[config.mk]
export PLATFORM = sky130hd
export DESIGN_NAME = ptp_protect
export DESIGN_NICKNAME = d
export VERILOG_FILES = /design/src/core/ptp_pkg.sv /design/src/core/ptp_if.sv /design/src/core/ptp_protect.sv /design/src/core/ptp_sync.sv
export SDC_FILE = /design/constraint.sdc
export NUM_CORES = 1
export LEC_CHECK = 0
export BUFFER_PORTS_ARGS = -buffer_cell sky130_fd_sc_hd__clkbuf_2
export CAP_MARGIN = 20
export CORE_MARGIN = 1
export CORE_UTILIZATION = 45
export CTS_CLUSTER_SIZE = 24
export DETAILED_ROUTE_END_ITERATION = 8
export PLACE_DENSITY = 0.61
export REMOVE_ABC_BUFFERS = 1
export SYNTH_ARGS = -nofsm -noshare
export SYNTH_HDL_FRONTEND = slang
export SYNTH_SLANG_ARGS = --single-unit
export TNS_END_PERCENT = 5
[constraint.sdc]
create_clock -name clk_sys -period 7.3 [get_ports clk_sys]
set_input_delay 0 -clock clk_sys [delete_from_list [all_inputs] [get_ports clk_sys]]
set_output_delay 0 -clock clk_sys [all_outputs]
set_load 0.05 [all_outputs]
[src/core/ptp_pkg.sv]
package ptp_pkg;
    localparam int CLK_HZ = 25000000;
    // Over-current retry wait in microseconds.
    localparam int RETRY_WAIT_US = 85000;
    localparam int RETRY_WAIT_CYC = RETRY_WAIT_US * (CLK_HZ / 1000000);
    localparam int RETRY_MAX = 5;
    localparam int ATTACK_DELAY_CYC = 2500000;
    localparam int OC_WINDOW_US = 100;
    localparam int OC_WINDOW_CYC = OC_WINDOW_US * (CLK_HZ / 1000000);
    localparam int ATTEN_W = 8;
    localparam int ATTEN_STEP = 1;
    localparam logic [ATTEN_W-1:0] ATTEN_RESET = 8'h00;
    localparam int SYNC_STAGES = 3;
endpackage : ptp_pkg

[src/core/ptp_if.sv]
`timescale 1ns/1ps
interface ptp_sync_if #(parameter int N = 5);
    logic [N-1:0] raw;
    logic [N-1:0] clean;
    modport sync (input raw, output clean);
    modport user (output raw, input clean);
endinterface : ptp_sync_if

[src/core/ptp_protect.sv]
`timescale 1ns/1ps
module ptp_protect #(
    parameter int ATTACK_CYC = ptp_pkg::ATTACK_DELAY_CYC, // Attack delay in cycles.
    parameter int RETRY_CYC = ptp_pkg::RETRY_WAIT_CYC, // Over-current wait in cycles.
    parameter int OC_WIN_CYC = ptp_pkg::OC_WINDOW_CYC, // Retry qualification window.
    parameter int RELEASE_STEP = ptp_pkg::ATTEN_STEP // Release step in 0.5 dB units.
) (
    input wire logic clk_sys, // System clock, 25 MHz.
    input wire logic rst_n, // Asynchronous reset, active low.
    input wire logic clk_en, // Clock enable; freezes all state when low.
    input wire logic thermal_foldback_enable_pin, // High enables foldback.
    input wire logic temp_warn_raw, // Sensor: above warning threshold.
    input wire logic temp_err_raw, // Sensor: thermal error.
    input wire logic overcurrent_raw, // Sensor: output over-current.
    input wire logic undervoltage_raw, // Sensor: power_stage_supply low.
    output logic [ptp_pkg::ATTEN_W-1:0] atten_steps, // Attenuation in 0.5 dB steps.
    output logic power_out_en, // High: power stages drive; low: high impedance.
    output logic shutdown, // High: latched shutdown state.
    output logic thermal_warning_out_o, // Open-drain output level, always 0.
    output logic thermal_warning_out_oe, // Drive enable, high pulls low.
    output logic overcurrent_error_out_o, // Open-drain output level, always 0.
    output logic overcurrent_error_out_oe, // Drive enable, high pulls low.
    output logic undervoltage_thermal_error_out_o, // Open-drain output level, always 0.
    output logic undervoltage_thermal_error_out_oe // Drive enable, high pulls low.
);
    localparam int AW = ptp_pkg::ATTEN_W;
    localparam logic [AW-1:0] AMAX = '1;
    localparam logic [AW-1:0] ATTEN_RESET_V = ptp_pkg::ATTEN_RESET;

    ptp_sync_if #(.N(5)) sif ();
    assign sif.raw = {thermal_foldback_enable_pin, temp_warn_raw, temp_err_raw,
                      overcurrent_raw, undervoltage_raw};
    ptp_sync #(.N(5)) u_sync (
        .clk_sys(clk_sys),
        .rst_n(rst_n),
        .clk_en(clk_en),
        .bus(sif.sync)
    );
    logic fb_en, warn, terr, oc, uv;
    assign {fb_en, warn, terr, oc, uv} = sif.clean;

    // Foldback machine.
    typedef enum logic [3:0] {
        PTP_FB_IDLE = 4'b0001,
        PTP_FB_ATTACK = 4'b0010,
        PTP_FB_QUAL = 4'b0100,
        PTP_FB_RELEASE = 4'b1000
    } ptp_fb_e;
    ptp_fb_e fb, next_fb;
    logic [31:0] fb_cnt, next_fb_cnt;
    logic [AW-1:0] atten, next_atten;
    logic warn_d, next_warn_d, cool, next_cool;
    logic warn_rise, expire;
    assign warn_rise = warn && !warn_d;
    assign expire = (fb_cnt == 32'(ATTACK_CYC - 1));

    always_comb begin
        next_fb = fb;
        next_fb_cnt = fb_cnt + 32'h1;
        next_atten = atten;
        next_warn_d = warn;
        next_cool = cool && !warn;
        if (!fb_en) begin
            next_fb = PTP_FB_IDLE;
            next_fb_cnt = '0;
            next_atten = ATTEN_RESET_V;
        end else begin
            case (fb)
                PTP_FB_IDLE: begin
                    next_fb_cnt = '0;
                    if (warn) begin
                        next_fb = PTP_FB_ATTACK;
                    end
                end
                PTP_FB_ATTACK: begin
                    if (expire) begin
                        next_fb_cnt = '0;
                        if (warn) begin
                            if (atten != AMAX) begin
                                next_atten = atten + 1'b1;
                            end
                        end else begin
                            next_fb = PTP_FB_QUAL;
                            next_cool = 1'b1;
                        end
                    end
                end
                PTP_FB_QUAL: begin
                    if (warn_rise) begin
                        next_fb = PTP_FB_ATTACK;
                        next_fb_cnt = '0;
                    end else if (expire) begin
                        next_fb_cnt = '0;
                        next_fb = (cool && !warn) ? PTP_FB_RELEASE : PTP_FB_ATTACK;
                    end
                end
                PTP_FB_RELEASE: begin
                    if (warn_rise) begin
                        next_fb = PTP_FB_ATTACK;
                        next_fb_cnt = '0;
                    end else if (atten == '0) begin
                        next_fb = PTP_FB_IDLE;
                    end else if (expire) begin
                        next_fb_cnt = '0;
                        if (atten > AW'(RELEASE_STEP)) begin
                            next_atten = atten - AW'(RELEASE_STEP);
                        end else begin
                            next_atten = '0;
                        end
                    end
                end
                default: begin
                    next_fb = PTP_FB_IDLE;
                    next_fb_cnt = '0;
                end
            endcase
        end
    end

    always_ff @(posedge clk_sys or negedge rst_n) begin
        if (!rst_n) begin
            fb <= PTP_FB_IDLE;
            fb_cnt <= '0;
            atten <= ptp_pkg::ATTEN_RESET;
            warn_d <= 1'b0;
            cool <= 1'b0;
        end else if (clk_en) begin
            fb <= next_fb;
            fb_cnt <= next_fb_cnt;
            atten <= next_atten;
            warn_d <= next_warn_d;
            cool <= next_cool;
        end
    end

    // Shutdown machine.
    typedef enum logic [3:0] {
        PTP_SD_RUN = 4'b0001,
        PTP_SD_WAIT = 4'b0010,
        PTP_SD_PROBE = 4'b0100,
        PTP_SD_OFF = 4'b1000
    } ptp_sd_e;
    ptp_sd_e sd, next_sd;
    logic [31:0] sd_cnt, next_sd_cnt;
    logic [2:0] tries, next_tries;

    always_comb begin
        next_sd = sd;
        next_sd_cnt = sd_cnt + 32'h1;
        next_tries = tries;
        if (terr || uv) begin
            next_sd = PTP_SD_OFF;
        end else begin
            case (sd)
                PTP_SD_RUN: begin
                    next_sd_cnt = '0;
                    if (oc) begin
                        next_sd = PTP_SD_WAIT;
                        next_tries = 3'h1;
                    end
                end
                PTP_SD_WAIT: begin
                    if (sd_cnt == 32'(RETRY_CYC - 1)) begin
                        next_sd = PTP_SD_PROBE;
                        next_sd_cnt = '0;
                    end
                end
                PTP_SD_PROBE: begin
                    if (oc) begin
                        next_sd_cnt = '0;
                        if (tries == 3'(ptp_pkg::RETRY_MAX)) begin
                            next_sd = PTP_SD_OFF;
                        end else begin
                            next_sd = PTP_SD_WAIT;
                            next_tries = tries + 3'h1;
                        end
                    end else if (sd_cnt == 32'(OC_WIN_CYC - 1)) begin
                        next_sd = PTP_SD_RUN;
                        next_tries = '0;
                    end
                end
                PTP_SD_OFF: begin
                    next_sd_cnt = '0;
                end
                default: begin
                    next_sd = PTP_SD_OFF;
                end
            endcase
        end
    end

    always_ff @(posedge clk_sys or negedge rst_n) begin
        if (!rst_n) begin
            sd <= PTP_SD_RUN;
            sd_cnt <= '0;
            tries <= '0;
        end else if (clk_en) begin
            sd <= next_sd;
            sd_cnt <= next_sd_cnt;
            tries <= next_tries;
        end
    end

    logic pen, next_pen;
    assign next_pen = (next_sd == PTP_SD_RUN) || (next_sd == PTP_SD_PROBE);
    always_ff @(posedge clk_sys or negedge rst_n) begin
        if (!rst_n) begin
            pen <= 1'b1;
        end else if (clk_en) begin
            pen <= next_pen;
        end
    end

    assign atten_steps = atten;
    assign power_out_en = pen;
    assign shutdown = (sd == PTP_SD_OFF);
    assign thermal_warning_out_o = 1'b0;
    assign overcurrent_error_out_o = 1'b0;
    assign undervoltage_thermal_error_out_o = 1'b0;
    assign thermal_warning_out_oe = warn || terr;
    assign overcurrent_error_out_oe = oc;
    assign undervoltage_thermal_error_out_oe = uv || terr;

    a_hot_step: assert property (@(posedge clk_sys) disable iff (!rst_n)
        clk_en && fb_en && fb == PTP_FB_ATTACK && expire && warn && atten != AMAX
        |=> atten == $past(atten) + 1'b1) else $error("attenuation did not step");
    a_cool_hold: assert property (@(posedge clk_sys) disable iff (!rst_n)
        clk_en && fb_en && fb == PTP_FB_ATTACK && expire && !warn
        |=> fb == PTP_FB_QUAL && $stable(atten)) else $error("cool expiry wrong");
    a_rise_attack: assert property (@(posedge clk_sys) disable iff (!rst_n)
        clk_en && fb_en && (fb == PTP_FB_QUAL || fb == PTP_FB_RELEASE) && warn_rise
        |=> fb == PTP_FB_ATTACK) else $error("crossing did not restart");
    a_fb_disabled: assert property (@(posedge clk_sys) disable iff (!rst_n)
        clk_en && !fb_en |=> atten == '0) else $error("attenuation while disabled");
    a_hard_fault: assert property (@(posedge clk_sys) disable iff (!rst_n)
        clk_en && (terr || uv) |=> shutdown && !power_out_en) else $error("no shutdown");
    a_oc_tristate: assert property (@(posedge clk_sys) disable iff (!rst_n)
        clk_en && sd == PTP_SD_RUN && oc && !terr && !uv |=> !power_out_en)
        else $error("over-current did not tri-state");
    a_fifth_off: assert property (@(posedge clk_sys) disable iff (!rst_n)
        clk_en && sd == PTP_SD_PROBE && oc && tries == 3'(ptp_pkg::RETRY_MAX)
        |=> shutdown) else $error("no shutdown after fifth attempt");
    a_off_stays: assert property (@(posedge clk_sys) disable iff (!rst_n)
        shutdown |=> shutdown && !power_out_en) else $error("left shutdown");
    a_release_dn: assert property (@(posedge clk_sys) disable iff (!rst_n)
        fb == PTP_FB_RELEASE |=> atten <= $past(atten)) else $error("release raised");
endmodule : ptp_protect

[src/core/ptp_sync.sv]
`timescale 1ns/1ps
module ptp_sync #(
    parameter int N = 5
) (
    input wire logic clk_sys, // System clock.
    input wire logic rst_n, // Asynchronous reset, active low.
    input wire logic clk_en, // Clock enable.
    ptp_sync_if.sync bus // Raw pins in, filtered levels out.
);
    logic [N-1:0] s1;
    logic [N-1:0] s2;
    logic [N-1:0] s3;
    logic [N-1:0] held;
    logic [N-1:0] next_held;

    // A change counts once the second and third stage agree.
    always_comb begin
        next_held = held;
        for (int i = 0; i < N; i++) begin
            if (s2[i] == s3[i]) begin
                next_held[i] = s3[i];
            end
        end
    end

    always_ff @(posedge clk_sys or negedge rst_n) begin
        if (!rst_n) begin
            s1 <= '0;
            s2 <= '0;
            s3 <= '0;
            held <= '0;
        end else if (clk_en) begin
            s1 <= bus.raw;
            s2 <= s1;
            s3 <= s2;
            held <= next_held;
        end
    end

    assign bus.clean = held;
endmodule : ptp_sync

==> impl_metrics.env, run 1 <==
export IMPL_drt_pre_antenna_iters=5
export IMPL_r2r_slack_ns=3.97
export IMPL_holdWs_ns=0.186
export IMPL_fin_crit_sh=0.457
export IMPL_cp_required_ns=7.58
export IMPL_finalSetupViolCount=0
export IMPL_ctsHtreeMaxLevel=3
export IMPL_syn_cell_area_mm2=0.00613
export IMPL_drive_above_1_share=0.122
export IMPL_final_area_mm2=0.00672
export IMPL_core_area_mm2=0.0133
export IMPL_viasPerCell=5.89
export IMPL_hp_class="primary input to asynchronous set/reset pin"
export IMPL_die_x_um=119
export IMPL_final_common_cell="dfrtp_1"
export IMPL_syn_avg_cell_area_um2=9.12
export IMPL_irDropWorstVdd_mv=0.141
export IMPL_route_detailed_drc=0
export IMPL_synthArstFlopShare=1.00
export IMPL_worst_pin_slew_ns=0.943
export IMPL_min_period_ns=3.33
export IMPL_synthFlopType="dfrtp_1"
export IMPL_cts_buffer_depth=2
export IMPL_max_stage_delay_ns=0.75
export IMPL_skew_ns=0.00608
export IMPL_grt_setup_unrepaired="false"
export IMPL_cts_tree="yes"
export IMPL_routed_wl_um=14100
export IMPL_final_max_slew_viol_count=0
export IMPL_grt_use_total=0.213
export IMPL_area_delta_synth_final_pct=9.52
export IMPL_setup_tns_ns=0
export IMPL_ys_types=67
export IMPL_hold_buffers=6
export IMPL_final_cell_mix="dfrtp_1 (103), nor2_1 (60), o21ai_0 (56)"
export IMPL_diodes=0
export IMPL_numCtsBuffers=9
export IMPL_clkTransAtPathRegs_ns=0.07
export IMPL_clock_latency_ns=0.36
export IMPL_status="finished clean"
export IMPL_place_area_mm2=0.00635
export IMPL_antenna_found_initial=0
export IMPL_crit_path_max_fanout=12
export IMPL_worstSetupEndpointType="flip-flop"
export IMPL_ant_nets=0
export IMPL_dieHeight_um=119
export IMPL_cts_setup_buffers=0
export IMPL_dieArea_mm2=0.0141
export IMPL_cts_sinks=106
export IMPL_grt_pass1_wl_um=24200
export IMPL_postSynthCellCount=673
export IMPL_timing_max_slew_rel_slack=0.365
export IMPL_crit_type="flip-flop to flip-flop"
export IMPL_fmax_ghz=0.300
export IMPL_hpwlAfterDp_um=9280
export IMPL_path_cells="or4b_1 > nor4_1 > nor3_2 > nor3_1 > buf_4 > nand2_1 > o21ai_0"
export IMPL_grt_overflow_total=0
export IMPL_ys_seq_area_frac=0.433
export IMPL_io_pins=24
export IMPL_nets=698
export IMPL_rows=42
export IMPL_gp_congestion=0.884
export IMPL_synth_edff_count=0
export IMPL_grt_pass1_vias=4887
export IMPL_cpMaxStageDelayCell="or4b_1"
export IMPL_vias=5090
export IMPL_avgRoutedWirePerCell_um=16.3
export IMPL_p_total_mw=1.47
export IMPL_drv_cap=0
export IMPL_power_density_mw_per_mm2=219
export IMPL_ys_ff_latch=106
export IMPL_cp_start_kind="flip-flop"
export IMPL_cts_root_buf="clkbuf_16"
export IMPL_place_port_buffers=20
export IMPL_yosysWarnings=0
export IMPL_finalHoldViolations=0
export IMPL_p_leak_nw=2.79
export IMPL_dr_first_iter_drc_count=344
export IMPL_worstPathArrival_ns=3.61
export IMPL_start_util=0.461
export IMPL_post_route_util=0.505
export IMPL_cts_resized=0
export IMPL_grt_max_degree=63
## cell usage after synthesis, types with 18 or more instances
library cell | instances | area share
xor2_1 | 25 | 0.036
and3_1 | 23 | 0.023
nor2_1 | 60 | 0.037
clkbuf_1 | 23 | 0.014
o21ai_0 | 56 | 0.046
dfrtp_1 | 103 | 0.42
nand2_1 | 47 | 0.029
nand4_1 | 21 | 0.021
nand3_1 | 34 | 0.028
nor3_1 | 18 | 0.015
inv_1 | 29 | 0.018
a21oi_1 | 22 | 0.018
## power by group
| part | switching [mW] | internal (mW) | total [mW] |
|---|---|---|---|
| sequential | 0.0693 | 0.635 | 0.705 |
| combinational | 0.160 | 0.0935 | 0.254 |
| clock | 0.239 | 0.273 | 0.511 |
## worst paths after layout
path                                     startpoint                              end  depth (start not counted)
hold reg to reg            power_out_en$_DFFE_PN1P_         power_out_en$_DFFE_PN1P_                          1
setup reg to reg                  fb[1]$_DFFE_PN0P_            fb_cnt[8]$_DFFE_PN0P_                          7
min in group clk_sys                         clk_en            fb_cnt[1]$_DFFE_PN0P_                          4
max in group asynchronous                     rst_n  u_sync.bus.clean[1]$_DFFE_PN0P_                          3
setup / recovery                  fb[1]$_DFFE_PN0P_            fb_cnt[8]$_DFFE_PN0P_                          7
hold / removal                                rst_n       atten_steps[4]$_DFFE_PN0P_                          2
## metal layers
metal  track usage  share of wire
met1         0.302           0.51
met2         0.327           0.44
met3        0.0319          0.031
met4        0.0783          0.018
met5             0              0
## final cells by class
class                      instances  area [um^2]
clock buffer                       9          225
sequential                       106         2660
inverter                          30          113
timing repair buffer              33          215
clock inverter                     7         81.3
fill                            1252         6580
tap                              176          220
multi-input combinational        503         3210
## registers in the layout (all words and copies together) (netlist names), 4 cells and up
signal,count
fb,4
u_sync.s1,5
u_sync.bus.clean,5
sd_cnt,32
fb_cnt,32
u_sync.s3,5
atten_steps,8
sd,4
u_sync.s2,5
## critical path: cells and delay by family, from the launching register on
kind | cells | cell delay [ns]
AND/OR/NAND/NOR | 5 | 2.35
flip-flops | 1 | 0.49
buffers and inverters | 1 | 0.28
AO/OA/AOI/OAI | 1 | 0.14
## per-stage QoR
| step | setup WS, ns | cells |
|---|---|---|
| global route | 3.65 | 864 |
| floorplan | 3.31 | 639 |
| finish | 3.97 | 864 |
| CTS | 4.00 | 864 |
| global placement | 4.18 | 842 |
| detailed placement | 4.05 | 842 |
## logic make-up after synthesis
group / Yosys count / share of synthesized area
compound gates: 147 / 0.155
xor+xnor: 33 / 0.0471
fa+ha+maj: 7 / 0.0143
buf+inv: 66 / 0.0463
flops: 106 / 0.433
mux: 24 / 0.0426
other cells: 1 / 0.000611
simple gates: 289 / 0.261
(Power assumes the default switching activity.)
==> run 2: changes to the inputs <==
--- a/config.mk
+++ b/config.mk
@@ -11,7 +11,7 @@
 export CORE_UTILIZATION = 45
 export CTS_CLUSTER_SIZE = 24
 export DETAILED_ROUTE_END_ITERATION = 8
-export PLACE_DENSITY = 0.61
+export PLACE_DENSITY = 0.63
 export REMOVE_ABC_BUFFERS = 1
 export SYNTH_ARGS = -nofsm -noshare
 export SYNTH_HDL_FRONTEND = slang
==> constraint.sdc (replaced) <==
create_clock -name clk_sys -period 3.01 [get_ports clk_sys]
set_input_delay 0 -clock clk_sys [delete_from_list [all_inputs] [get_ports clk_sys]]
set_output_delay 0 -clock clk_sys [all_outputs]
set_load 0.05 [all_outputs]
==> run 2 against run 1 <==
Effect of this change:
- critical endpoint is now atten_steps[2]$_DFFE_PN0P_
- cell count rose by 1.3%
- global-route usage is 0.31 points higher
- largest cell class unchanged
- highest routed layer unchanged
- total power up 140%
==> impl_metrics.env, run 2 (synthesized netlist as in run 1, its figures left out) <==
export IMPL_routed_wl_um=14000
export IMPL_antenna_found_initial=0
export IMPL_max_stage_delay_ns=0.65
export IMPL_post_place_ws_ns=0.235
export IMPL_post_route_util=0.510
export IMPL_worstSetupEndpointType="flip-flop"
export IMPL_r2r_cells=6
export IMPL_finalSetupViolCount=0
export IMPL_dp_cells=853
export IMPL_cp_start_kind="flip-flop"
export IMPL_ctsHtreeMaxLevel=3
export IMPL_numCtsBuffers=9
export IMPL_crit_family="compound AO/OA/AOI/OAI gates"
export IMPL_cpMaxStageDelayCell="or4b_1"
export IMPL_dr_first_iter_drc_count=347
export IMPL_crit_type="flip-flop to flip-flop"
export IMPL_drt_pre_antenna_iters=5
export IMPL_final_area_mm2=0.00677
export IMPL_irDropWorstVdd_mv=0.300
export IMPL_cp_required_ns=3.25
export IMPL_rows=42
export IMPL_finalWorstSetupSlack_ns=0.223
export IMPL_cp_startpoint="fb[1]$_DFFE_PN0P_"
export IMPL_setup_tns_ns=0
export IMPL_hp_class="primary input to flip-flop"
export IMPL_viasPerCell=5.88
export IMPL_avgRoutedWirePerCell_um=16.1
export IMPL_routed_top_layer="met4"
export IMPL_final_cell_mix="dfrtp_1 (103), nor2_1 (60), o21ai_0 (56)"
export IMPL_cts_tree="yes"
export IMPL_crit_end="atten_steps[2]$_DFFE_PN0P_"
export IMPL_hpwlAfterDp_um=9670
export IMPL_finalHoldViolations=0
export IMPL_drive_above_1_share=0.134
export IMPL_die_x_um=119
export IMPL_dr_wl_met3_um=436
export IMPL_dieHeight_um=119
export IMPL_dieArea_mm2=0.0141
export IMPL_worst_pin_slew_ns=0.936
export IMPL_clock_latency_ns=0.36
export IMPL_grt_use_total=0.216
export IMPL_min_period_ns=2.79
export IMPL_worstPathArrival_ns=3.03
export IMPL_nets=709
export IMPL_cts_root_buf="clkbuf_16"
export IMPL_timing_max_slew_rel_slack=0.376
export IMPL_path_cells="or4b_1 > a311o_1 > a2111oi_4 > o211ai_1 > a211oi_1 > a21oi_1"
export IMPL_fin_crit_sh=0.926
export IMPL_grt_overflow_total=0
export IMPL_clkTransAtPathRegs_ns=0.07
export IMPL_p_leak_nw=2.82
export IMPL_grt_pass1_wl_um=24500
export IMPL_r2r_slack_ns=0.22
export IMPL_p_total_mw=3.47
export IMPL_rr_startpoint="fb[1]$_DFFE_PN0P_"
export IMPL_start_util=0.461
export IMPL_ant_nets=0
export IMPL_drv_cap=0
export IMPL_power_density_mw_per_mm2=512
export IMPL_io_pins=24
export IMPL_skew_ns=0.00954
export IMPL_grt_max_degree=72
export IMPL_status="finished clean"
export IMPL_route_detailed_drc=0
export IMPL_cts_sinks=106
export IMPL_fin_cells=875
export IMPL_crit_path_max_fanout=11
export IMPL_wl_met1_um=6900
export IMPL_fill_cells=1253
export IMPL_final_common_cell="dfrtp_1"
export IMPL_final_max_slew_viol_count=0
export IMPL_area_delta_synth_final_pct=10.4
export IMPL_place_port_buffers=20
export IMPL_holdWs_ns=0.218
export IMPL_core_area_mm2=0.0133
export IMPL_grt_pass1_vias=5023
export IMPL_met2WireLength_um=6430
export IMPL_crit_buf_inv=0
export IMPL_diodes=0
export IMPL_crit_cells=6
export IMPL_fmax_ghz=0.359
export IMPL_place_area_mm2=0.00643
export IMPL_vias=5145
export IMPL_grt_setup_unrepaired="false"
export IMPL_r2r_end="atten_steps[2]$_DFFE_PN0P_"
export IMPL_cts_buffer_depth=2
export IMPL_gp_congestion=0.885
==> run 2: changes by cell type in the layout (fill, tap and decap cells not counted), sizes merged <==
cell	before	now
bufinv	1	0
buf	8	19
inv	33	30
clkbuf	28	30
clkinvlp	0	2
==> run 2: power by group <==
part	total, mW	internal (mW)	switching, mW
Clock	1.12	0.568	0.555
Combinational	0.649	0.242	0.407
Sequential	1.70	1.54	0.155
Total	3.47	2.35	1.12
==> run 2: worst min path at each step <==
stage | slack [ns] | from | cells past startpoint | end
floorplan | -0.30 | rst_n | 0 | atten_steps[0]$_DFFE_PN0P_
CTS | 0.24 | clk_en | 3 | fb_cnt[1]$_DFFE_PN0P_
detailed placement | 0.20 | rst_n | 1 | atten_steps[1]$_DFFE_PN0P_
global route | 0.25 | clk_en | 3 | fb_cnt[1]$_DFFE_PN0P_
finish | 0.22 | clk_en | 3 | fb_cnt[1]$_DFFE_PN0P_
global placement | 0.19 | rst_n | 1 | atten_steps[2]$_DFFE_PN0P_
==> run 2: metal layers <==
metal	track usage	vias to the layer above
li1	-	2491
met3	0.0251	19
met1	0.298	2532
met2	0.340	103
met5	0	-
met4	0.0965	0
==> run 2: final cells by class <==
type	count	area, um^2	area share
sequential	106	2660	0.392
multi-input combinational	503	3210	0.475
tap	176	220	0.0325
inverter	30	113	0.0166
timing repair buffer	44	298	0.0440
clock inverter	5	40.0	0.00591
clock buffer	11	233	0.0344
==> run 2: worst reg2reg max path, delay by kind of cell (launching register included) <==
family | cells | cell delay (ns)
AOI/OAI and AO/OA | 5 | 1.53
DFF | 1 | 0.50
and+or+nand+nor | 1 | 0.65
==> run 2: repair_timing <==
action,CTS,global route
endpoints found under the hold margin,71,0
resized for setup,0,1
hold buffers,6,0
setup buffers,0,0
endpoints found under the setup margin,0,3
